[config.mk]
export PLATFORM = sky130hd
export DESIGN_NAME = nst_timer
export DESIGN_NICKNAME = d
export VERILOG_FILES = /design/src/rtl/nst_pkg.sv /design/src/rtl/nst_fifo.sv /design/src/rtl/nst_timer.sv
export SDC_FILE = /design/constraint.sdc
export NUM_CORES = 1
export LEC_CHECK = 0
export BUFFER_PORTS_ARGS = -buffer_cell sky130_fd_sc_hd__clkbuf_2
export CAP_MARGIN = 30
export CORE_MARGIN = 2
export CORE_UTILIZATION = 40
export CTS_BUF_LIST = sky130_fd_sc_hd__clkbuf_8
export DETAILED_ROUTE_END_ITERATION = 16
export GPL_TIMING_DRIVEN = 0
export MAX_ROUTING_LAYER = met4
export PLACE_DENSITY_LB_ADDON = 0.05
export SLEW_MARGIN = 20
export SYNTH_ARGS = -nofsm -noshare
export SYNTH_HDL_FRONTEND = slang
export SYNTH_SLANG_ARGS = --single-unit
[constraint.sdc]
create_clock -name clk_sys -period 3.4 [get_ports clk_sys]
set_clock_uncertainty 0.05 [all_clocks]
set_input_delay 0.17 -clock clk_sys [delete_from_list [all_inputs] [get_ports clk_sys]]
set_output_delay 0.17 -clock clk_sys [all_outputs]
set_load 0.1 [all_outputs]
[src/rtl/nst_pkg.sv]
// Package: register map, field layout, reset values and states of the NAND strobe timer
package nst_pkg;
  // =====================================================
  // Register offsets (byte addresses)
  localparam logic [7:0] REG_TIMING   = 8'h00; // timing_addr/data_setup/hold fields
  localparam logic [7:0] REG_CONTROL  = 8'h04; // port_control_one
  localparam logic [7:0] REG_COMMAND  = 8'h08; // Cycle request
  localparam logic [7:0] REG_STATUS   = 8'h0c; // Busy, levels
  localparam logic [7:0] REG_RDDATA   = 8'h10; // Pop captured read byte
  // =====================================================
  // Field positions
  localparam int AS_LSB = 0;  // timing_addr_setup_field [7:0]
  localparam int DS_LSB = 8;  // timing_data_setup_field [15:8]
  localparam int DH_LSB = 16; // timing_data_hold_field [23:16]
  localparam int DLY_LSB = 0; // read_capture_delay [3:0]
  localparam int EDO_BIT = 4; // Extended data out enable
  // Command field: [1:0] kind, [15:8] write byte
  localparam logic [1:0] CMD_WRITE = 2'h0;
  localparam logic [1:0] CMD_ADDR  = 2'h1;
  localparam logic [1:0] CMD_READ  = 2'h2;
  // =====================================================
  // Reset values
  localparam logic [7:0] AS_RST  = 8'h00;
  localparam logic [7:0] DS_RST  = 8'h01;
  localparam logic [7:0] DH_RST  = 8'h01;
  localparam logic [3:0] DLY_RST = 4'h8; // Typical for 50 MT/s EDO
  localparam logic [7:0] MIN_DS_DH = 8'h01;
  // Buffer shape
  localparam int FIFO_WIDTH = 8;
  localparam int FIFO_DEPTH = 32;
  // AXI responses
  localparam logic [1:0] RESP_OKAY   = 2'h0;
  localparam logic [1:0] RESP_SLVERR = 2'h2;
  // Sequencer states, Gray along the path except the step from ALEH back to IDLE
  typedef enum logic [2:0] {
    ST_IDLE  = 3'b000,
    ST_SETUP = 3'b001,
    ST_LOW   = 3'b011,
    ST_HIGH  = 3'b010,
    ST_ALEH  = 3'b110
  } nst_state_type;
endpackage : nst_pkg

[src/rtl/nst_fifo.sv]
// Synchronous FIFO with valid/ready on both sides, flip-flop storage
module nst_fifo #(
  parameter int WIDTH = 8,
  parameter int DEPTH = 32
) (
  input  wire logic             clk_sys,   // System clock
  input  wire logic             nrst,      // Sync reset, active low
  input  wire logic [WIDTH-1:0] in_data,   // Write data
  input  wire logic             in_valid,  // Write request
  output logic                  in_ready,  // Not full
  output logic      [WIDTH-1:0] out_data,  // Head word
  output logic                  out_valid, // Not empty
  input  wire logic             out_ready  // Pop
);
  localparam int AW = $clog2(DEPTH);
  logic [WIDTH-1:0] mem [DEPTH];
  logic [AW-1:0]    wr_ptr, next_wr_ptr, rd_ptr, next_rd_ptr;
  logic [AW:0]      count, next_count;
  logic             push, pop;

  // =====================================================
  // Pointer and count update
  always_comb begin
    push = in_valid && (count != DEPTH[AW:0]);
    pop  = out_ready && (count != '0);
    next_wr_ptr = push ? wr_ptr + 1'b1 : wr_ptr;
    next_rd_ptr = pop ? rd_ptr + 1'b1 : rd_ptr;
    next_count  = count + {{AW{1'b0}}, push} - {{AW{1'b0}}, pop};
  end

  always_ff @(posedge clk_sys) begin
    if (!nrst) begin
      wr_ptr <= '0;
      rd_ptr <= '0;
      count  <= '0;
    end else begin
      wr_ptr <= next_wr_ptr;
      rd_ptr <= next_rd_ptr;
      count  <= next_count;
    end
  end

  // Storage needs no reset; guarded by count
  always_ff @(posedge clk_sys) begin
    if (push) begin
      mem[wr_ptr] <= in_data;
    end
  end

  assign in_ready  = (count != DEPTH[AW:0]);
  assign out_valid = (count != '0);
  assign out_data  = mem[rd_ptr];
endmodule : nst_fifo

[src/rtl/nst_timer.sv]
// NAND port strobe timing sequencer with AXI4-Lite registers and read FIFO
module nst_timer
  import nst_pkg::*;
(
  input  wire logic        clk_sys,       // System clock, 20 MHz
  input  wire logic        nrst,          // Sync reset, active low
  // AXI4-Lite slave
  input  wire logic [7:0]  s_axi_awaddr,  // Write address
  input  wire logic        s_axi_awvalid, // Write address valid
  output logic             s_axi_awready, // Write address ready
  input  wire logic [31:0] s_axi_wdata,   // Write data
  input  wire logic [3:0]  s_axi_wstrb,   // Byte strobes
  input  wire logic        s_axi_wvalid,  // Write data valid
  output logic             s_axi_wready,  // Write data ready
  output logic [1:0]       s_axi_bresp,   // Write response
  output logic             s_axi_bvalid,  // Write response valid
  input  wire logic        s_axi_bready,  // Write response ready
  input  wire logic [7:0]  s_axi_araddr,  // Read address
  input  wire logic        s_axi_arvalid, // Read address valid
  output logic             s_axi_arready, // Read address ready
  output logic [31:0]      s_axi_rdata,   // Read data
  output logic [1:0]       s_axi_rresp,   // Read response
  output logic             s_axi_rvalid,  // Read data valid
  input  wire logic        s_axi_rready,  // Read data ready
  // NAND pins
  output logic             nand_we_n,     // Write enable, active low
  output logic             nand_re_n,     // Read enable, active low
  output logic             nand_ale,      // Address latch enable
  output logic [7:0]       nand_io_out,   // Data out
  output logic             nand_io_oe_n,  // Data drive enable, low drives
  input  wire logic [7:0]  nand_io_in     // Data in, asynchronous
);
  import nst_pkg::*;

  // =====================================================
  // Register state
  logic [7:0]  as_cnt, ds_cnt, dh_cnt, next_as, next_ds, next_dh;
  logic [3:0]  dly, next_dly;
  logic        edo, next_edo;
  logic        aw_held, w_held, next_aw_held, next_w_held;
  logic [7:0]  aw_addr, next_aw_addr;
  logic [31:0] w_data, next_w_data;
  logic [3:0]  w_strb, next_w_strb;
  logic        bvalid, next_bvalid, rvalid, next_rvalid;
  logic [1:0]  bresp, next_bresp, rresp, next_rresp;
  logic [31:0] rdata, next_rdata;
  logic        cmd_go;
  logic [1:0]  cmd_kind;
  logic [7:0]  cmd_byte;
  logic        do_write, fifo_pop;
  logic        busy;
  logic        fifo_in_ready, fifo_out_valid, cap_valid;
  logic [7:0]  fifo_out_data, cap_data;

  // Write accepted once both halves are held and no response pending
  assign do_write = aw_held && w_held && !bvalid;

  // =====================================================
  // AXI write path and configuration registers
  always_comb begin
    next_aw_held = aw_held;
    next_w_held  = w_held;
    next_aw_addr = aw_addr;
    next_w_data  = w_data;
    next_w_strb  = w_strb;
    next_bvalid  = bvalid;
    next_bresp   = bresp;
    next_as  = as_cnt;
    next_ds  = ds_cnt;
    next_dh  = dh_cnt;
    next_dly = dly;
    next_edo = edo;
    cmd_go   = 1'b0;
    cmd_kind = w_data[1:0];
    cmd_byte = w_data[15:8];
    if (s_axi_awvalid && !aw_held) begin
      next_aw_held = 1'b1;
      next_aw_addr = s_axi_awaddr;
    end
    if (s_axi_wvalid && !w_held) begin
      next_w_held = 1'b1;
      next_w_data = s_axi_wdata;
      next_w_strb = s_axi_wstrb;
    end
    if (s_axi_bvalid && s_axi_bready) begin
      next_bvalid = 1'b0;
    end
    if (do_write) begin
      next_aw_held = 1'b0;
      next_w_held  = 1'b0;
      next_bvalid  = 1'b1;
      next_bresp   = RESP_OKAY;
      unique case (aw_addr)
        REG_TIMING: begin
          if (w_strb[0]) next_as = w_data[AS_LSB+:8];
          if (w_strb[1]) next_ds = (w_data[DS_LSB+:8] < MIN_DS_DH) ? MIN_DS_DH
                                   : w_data[DS_LSB+:8];
          if (w_strb[2]) next_dh = (w_data[DH_LSB+:8] < MIN_DS_DH) ? MIN_DS_DH
                                   : w_data[DH_LSB+:8];
        end
        REG_CONTROL: begin
          if (w_strb[0]) begin
            next_dly = w_data[DLY_LSB+:4];
            next_edo = w_data[EDO_BIT];
          end
        end
        REG_COMMAND: begin
          // Busy sequencer or full buffer refuses the command
          if (busy || !fifo_in_ready) next_bresp = RESP_SLVERR;
          else cmd_go = 1'b1;
        end
        default: next_bresp = RESP_SLVERR;
      endcase
    end
  end

  always_ff @(posedge clk_sys) begin
    if (!nrst) begin
      aw_held <= 1'b0;
      w_held  <= 1'b0;
      aw_addr <= 8'h00;
      w_data  <= 32'h0000_0000;
      w_strb  <= 4'h0;
      bvalid  <= 1'b0;
      bresp   <= RESP_OKAY;
      as_cnt  <= AS_RST;
      ds_cnt  <= DS_RST;
      dh_cnt  <= DH_RST;
      dly     <= DLY_RST;
      edo     <= 1'b0;
    end else begin
      aw_held <= next_aw_held;
      w_held  <= next_w_held;
      aw_addr <= next_aw_addr;
      w_data  <= next_w_data;
      w_strb  <= next_w_strb;
      bvalid  <= next_bvalid;
      bresp   <= next_bresp;
      as_cnt  <= next_as;
      ds_cnt  <= next_ds;
      dh_cnt  <= next_dh;
      dly     <= next_dly;
      edo     <= next_edo;
    end
  end

  assign s_axi_awready = !aw_held;
  assign s_axi_wready  = !w_held;
  assign s_axi_bvalid  = bvalid;
  assign s_axi_bresp   = bresp;

  // =====================================================
  // AXI read path; reading the data register pops the buffer
  always_comb begin
    next_rvalid = rvalid;
    next_rdata  = rdata;
    next_rresp  = rresp;
    fifo_pop    = 1'b0;
    if (rvalid && s_axi_rready) begin
      next_rvalid = 1'b0;
    end
    if (s_axi_arvalid && !rvalid) begin
      next_rvalid = 1'b1;
      next_rresp  = RESP_OKAY;
      next_rdata  = 32'h0000_0000;
      unique case (s_axi_araddr)
        REG_TIMING:  next_rdata = {8'h00, dh_cnt, ds_cnt, as_cnt};
        REG_CONTROL: next_rdata = {27'h0, edo, dly};
        REG_COMMAND: next_rdata = 32'h0000_0000;
        REG_STATUS:  next_rdata = {27'h0, nand_ale, nand_re_n, nand_we_n,
                                   fifo_out_valid, busy};
        REG_RDDATA: begin
          next_rdata = {23'h0, fifo_out_valid, fifo_out_data};
          fifo_pop   = fifo_out_valid;
        end
        default: next_rresp = RESP_SLVERR;
      endcase
    end
  end

  always_ff @(posedge clk_sys) begin
    if (!nrst) begin
      rvalid <= 1'b0;
      rdata  <= 32'h0000_0000;
      rresp  <= RESP_OKAY;
    end else begin
      rvalid <= next_rvalid;
      rdata  <= next_rdata;
      rresp  <= next_rresp;
    end
  end

  assign s_axi_arready = !rvalid;
  assign s_axi_rvalid  = rvalid;
  assign s_axi_rdata   = rdata;
  assign s_axi_rresp   = rresp;

  // =====================================================
  // Strobe sequencer; counts are clk_sys periods
  nst_state_type state, next_state;
  logic [7:0] cnt, next_cnt;
  logic [1:0] kind, next_kind;
  logic [7:0] obyte, next_obyte;
  logic       we_n, re_n, ale, oe_n;
  logic       next_we_n, next_re_n, next_ale, next_oe_n;

  assign busy = (state != ST_IDLE);

  always_comb begin
    next_state = state;
    next_cnt   = cnt;
    next_kind  = kind;
    next_obyte = obyte;
    next_we_n  = we_n;
    next_re_n  = re_n;
    next_ale   = ale;
    next_oe_n  = oe_n;
    unique case (state)
      ST_IDLE: begin
        if (cmd_go) begin
          next_kind  = cmd_kind;
          next_obyte = cmd_byte;
          next_ale   = (cmd_kind == CMD_ADDR);
          next_oe_n  = (cmd_kind == CMD_READ);
          next_cnt   = as_cnt;
          next_state = ST_SETUP;
        end
      end
      ST_SETUP: begin
        // AS counts, plus this one: ALE leads strobe by AS+1 periods
        if (cnt == 8'h00) begin
          next_we_n  = (kind == CMD_READ);
          next_re_n  = (kind != CMD_READ);
          next_cnt   = ds_cnt - 8'h01;
          next_state = ST_LOW;
        end else begin
          next_cnt = cnt - 8'h01;
        end
      end
      ST_LOW: begin
        if (cnt == 8'h00) begin
          next_we_n  = 1'b1;
          next_re_n  = 1'b1;
          next_cnt   = dh_cnt - 8'h01;
          next_state = ST_HIGH;
        end else begin
          next_cnt = cnt - 8'h01;
        end
      end
      ST_HIGH: begin
        if (cnt == 8'h00) begin
          // Extra period of ALE hold beyond DH
          next_state = (kind == CMD_ADDR) ? ST_ALEH : ST_IDLE;
          next_oe_n  = (kind == CMD_ADDR) ? oe_n : 1'b1;
        end else begin
          next_cnt = cnt - 8'h01;
        end
      end
      ST_ALEH: begin
        next_ale   = 1'b0;
        next_oe_n  = 1'b1;
        next_state = ST_IDLE;
      end
      default: next_state = ST_IDLE;
    endcase
  end

  always_ff @(posedge clk_sys) begin
    if (!nrst) begin
      state <= ST_IDLE;
      cnt   <= 8'h00;
      kind  <= CMD_WRITE;
      obyte <= 8'h00;
      we_n  <= 1'b1;
      re_n  <= 1'b1;
      ale   <= 1'b0;
      oe_n  <= 1'b1;
    end else begin
      state <= next_state;
      cnt   <= next_cnt;
      kind  <= next_kind;
      obyte <= next_obyte;
      we_n  <= next_we_n;
      re_n  <= next_re_n;
      ale   <= next_ale;
      oe_n  <= next_oe_n;
    end
  end

  assign nand_we_n    = we_n;
  assign nand_re_n    = re_n;
  assign nand_ale     = ale;
  assign nand_io_out  = obyte;
  assign nand_io_oe_n = oe_n;

  // =====================================================
  // Read capture: synchronised bus, tapped delay line of read-enable
  logic [7:0]  io_meta, io_sync;
  logic [15:0] re_line, next_re_line;
  logic        re_dly, next_re_dly;
  logic        cap_edo, cap_plain;

  always_comb begin
    next_re_line = {re_line[14:0], re_n};
    next_re_dly  = re_line[dly];
  end

  always_ff @(posedge clk_sys) begin
    if (!nrst) begin
      io_meta  <= 8'h00;
      io_sync  <= 8'h00;
      re_line  <= 16'hffff;
      re_dly   <= 1'b1;
    end else begin
      io_meta  <= nand_io_in;
      io_sync  <= io_meta;
      re_line  <= next_re_line;
      re_dly   <= next_re_dly;
    end
  end

  // Delay is in clock taps, coarse; a board with long flight needs more taps
  // Edge seen at the tap itself, a period early, so io_sync still holds the byte
  assign cap_edo   = edo && kind == CMD_READ && next_re_dly && !re_dly;
  // Non-EDO samples at the end of the read-enable low phase
  assign cap_plain = !edo && state == ST_LOW && kind == CMD_READ && cnt == 8'h00;
  assign cap_valid = cap_edo || cap_plain;
  assign cap_data  = io_sync;

  nst_fifo #(
    .WIDTH (FIFO_WIDTH),
    .DEPTH (FIFO_DEPTH)
  ) u_rd_fifo (
    .clk_sys   (clk_sys),
    .nrst      (nrst),
    .in_data   (cap_data),
    .in_valid  (cap_valid),
    .in_ready  (fifo_in_ready),
    .out_data  (fifo_out_data),
    .out_valid (fifo_out_valid),
    .out_ready (fifo_pop)
  );
endmodule : nst_timer

==> flow_summary.ini <==
[setup_path]
crit_arrival_ps = 3510
critPathKind = flip-flop to flip-flop
critical_path_required_ps = 3610
critPathLaunch = u_rd_fifo.count[2]
crit_path_start_kind = flip-flop
end_kind = flip-flop
worstReg2RegStart = u_rd_fifo.count[2]
critPathMaxStageDelay_ps = 630
slowest_stage = nor2_2
worstPathCellList = inv_1, ha_1, nor4bb_4, or4b_4, o32ai_2, or2_4, nand2_1, nor2_2
cp_max_fo = 8

[floorplanning]
core_area_mm2 = 0.0432
die_h_um = 213
rows = 76
die_w_um = 213
fp.dieArea_mm2 = 0.0454
ios = 120
start_util_pct = 40.5

[global_route]
grt_pass1_wl_mm = 68.5
gr-total-overflow = 0
grt_pass1_vias = 11200
antenna_found_initial = 0
grt_max_degree = 33
grt_usage_pct = 21.2

[layout]
fill_cells = 3950
area_growth_syn_to_layout_pct = 20.2
drive_gt1_share_pct = 21.9
final_nets = 1640

[placement]
pre_cts_slack_ps = -298
port_buffers = 98
dp_hpwl_mm = 31.9
gp_congestion = 0.846

[clocking]
cts.path.max_buffers = 3
cts_sinks = 429
clk_latency_ps = 620
cts_buffers = 74
htreeDepth = 3
root_buffer = clkbuf_8
cts_tree = done
path_clk_slew_ps = 60

[routing]
first_pass_iters = 5
via_count = 11400
wl_mm = 46.0
post-route-drc-count = 0
drt_iter0_drc = 954
drt-wirelength-per-cell_um = 21.0
ant_nets = 0
via_per_inst = 5.17

[power]
powerDensity_mw_per_mm2 = 496
combPwrFrac_pct = 4.0
p_int_w = 0.00799
power_w = 0.0104
irDropWorstVdd_mv = 0.245
power_frac_clock_pct = 42.4
p_sw_w = 0.00243
switching_share_pct = 23.3
p_leak_nw = 7.61
pwr-share-seq_pct = 53.6

[sta]
tns_ps = 0
relSlewSlack_pct = 39.6
rsz0062_at_grt = true
max_freq_ghz = 0.303
setup_slack_ps = 102
fin_crit_sh_pct = 97.0
fin_crit_ps = 3300
finalHoldViolations = 0
setup_violations = 0
slew_violations = 0
hold_ws_ps = 66.2
tightest_slew_ps = 903

[logic_synthesis]
yosysWarnings = 0
syn_area_per_cell_um2 = 13.4
synth_flop_cell = edfxtp_1
seq_area_frac_synth_pct = 63.7
netlist_area_mm2 = 0.0175
synth_cells = 1303
ys_ff_latch = 429
ys_async_sr_fraction_pct = 0
synth_cell_types = 64
synth_edf_count = 256

[run]
drv_cap = 0

[outcome]
status = finished clean

[hold_path]
worstHoldPathType = primary input to flip-flop
hp-start = s_axi_araddr[1]
==> cell usage after synthesis, types with 18 or more instances <==
cell type  number  area, um2
edfxtp_1      256       7690
nand2_1       164        616
nor2_1         67        251
nand3_1        28        140
a21boi_0       64        480
mux2i_1        41        410
clkbuf_1       50        188
mux4_2         70       1580
o21ai_0        27        135
inv_1          26       97.6
dfxtp_1       173       3460
nand2b_1       19        119
a21oi_1        21        105
ha_1           18        225
and2_1         30        188
nor2b_1        51        319
==> cell families (layout without fill, tap and decap cells) <==
| family | after synthesis | after routing | share of synthesized area (%) |
|---|---|---|---|
| compound gates | 187 | 187 | 7.47 |
| xor+xnor | 23 | 23 | 1.15 |
| fa+ha+maj | 19 | 19 | 1.40 |
| buf+inv | 105 | 403 | 2.65 |
| flops | 429 | 429 | 63.7 |
| mux | 111 | 111 | 11.4 |
| other cells | 1 | 11 | 0.0214 |
| simple gates | 428 | 428 | 12.2 |
==> power by group through the flow <==
stage	Combinational [W]	Sequential (W)	Clock, W
floorplan	0.000220	0.00570	0
global placement	0.000345	0.00571	0
detailed placement	0.000369	0.00570	0
CTS	0.000418	0.00559	0.00455
global route	0.000452	0.00559	0.00480
finish	0.000418	0.00559	0.00442
==> worst paths after layout <==
kind                                       endpoint  slack (ps)  cells past startpoint
worst max register to register  u_rd_fifo.mem[4][0]         100                      8
worst max-delay path            u_rd_fifo.mem[4][0]         100                      8
worst min register to register           re_line[3]         380                      1
worst min-delay path                 s_axi_rdata[1]          70                      5
==> cell usage in the layout, fill, tap and decap left out, types with 6 or more instances in the layout <==
| cell | synthesis | final |
|---|---|---|
| edfxtp_1 | 256 | 256 |
| dfxtp_1 | 173 | 169 |
| nand2_1 | 164 | 162 |
| clkbuf_2 | 0 | 98 |
| clkbuf_8 | 0 | 83 |
| mux4_2 | 70 | 70 |
| a21boi_0 | 64 | 64 |
| dlygate4sd3_1 | 0 | 54 |
| nor2b_1 | 51 | 51 |
| inv_1 | 26 | 49 |
| clkbuf_1 | 50 | 49 |
| nor2_1 | 67 | 46 |
| mux2i_1 | 41 | 40 |
| and2_1 | 30 | 30 |
| nand3_1 | 28 | 28 |
| o21ai_0 | 27 | 27 |
| buf_4 | 14 | 23 |
| a21oi_1 | 21 | 21 |
| nand2b_1 | 19 | 19 |
| ha_1 | 18 | 18 |
| a211oi_1 | 15 | 15 |
| clkinv_1 | 0 | 15 |
| nor2_2 | 0 | 14 |
| buf_2 | 13 | 13 |
| xnor2_1 | 13 | 13 |
| a22oi_1 | 13 | 13 |
| nor3_1 | 16 | 12 |
| xor2_1 | 10 | 10 |
| conb_1 | 1 | 10 |
| or3_1 | 7 | 7 |
| nor2_4 | 0 | 7 |
| nor4_1 | 7 | 7 |
| o211ai_1 | 7 | 7 |
| a31oi_1 | 6 | 6 |
==> layout make-up <==
type / instances / area, um2 / share of cell area, %
flip-flops and latches: 429 / 11200 / 53.1
multi-input cells: 778 / 6090 / 29.0
repair buffers: 168 / 1210 / 5.76
clock buffers: 83 / 1140 / 5.43
well taps: 585 / 732 / 3.48
plain buffers: 77 / 357 / 1.70
clock inverters: 49 / 240 / 1.14
inverters: 26 / 97.6 / 0.464
diodes: 1 / 2.50 / 0.0119
==> repair_timing <==
item | in CTS | in global routing
hold endpoints to repair | 51 | 0
endpoints found under the setup margin | 189 | 135
hold buffers | 54 | 0
setup buffers | 1 | 5
pin swaps | 1 | 1
gates resized for setup | 29 | 10
==> layer usage <==
metal  vias to the layer above  global-route usage [%]  part of all wire, %  wire (um)
met3                        73                    3.87                  5.0       2290
li1                       5303                       -                    -          -
met1                      5709                    30.2                   48      22200
met4                         0                    6.59                  1.9        868
met5                         -                       -                    0          0
met2                       278                    30.9                   45      20700
==> flip-flops by register name, summed over array words and instances, names as in the netlist, 2 cells and up, named ones only <==
register and count:
u_rd_fifo.mem 256, s_axi_rdata 24, w_data 24, re_line 16, as_cnt 8, aw_addr 8
cap_data 8, cnt 8, dh_cnt 8, ds_cnt 8, io_meta 8, nand_io_out 8
u_rd_fifo.count 6, u_rd_fifo.rd_ptr 5, u_rd_fifo.wr_ptr 5, dly 4, state 3, w_strb 3
kind 2
==> worst max-delay path, delay by kind of cell (launching register included) <==
kind / cells / cell delay (ps)
buf+inv: 1 / 60
flops: 1 / 330
compound gates: 1 / 290
simple gates: 5 / 1970
fa+ha+maj: 1 / 210
==> stage by stage <==
step / instance area, um2 / std cells / utilization, %
3_3_place_gp: 18800 / 1995 / 43.4
6_report: 21000 / 2196 / 48.7
2_1_floorplan: 17500 / 1312 / -
4_1_cts: 20900 / 2189 / 48.5
3_5_place_dp: 18900 / 2003 / 43.8
5_1_grt: 21000 / 2195 / 48.7
Note: power is estimated with default switching activity, not from simulation.
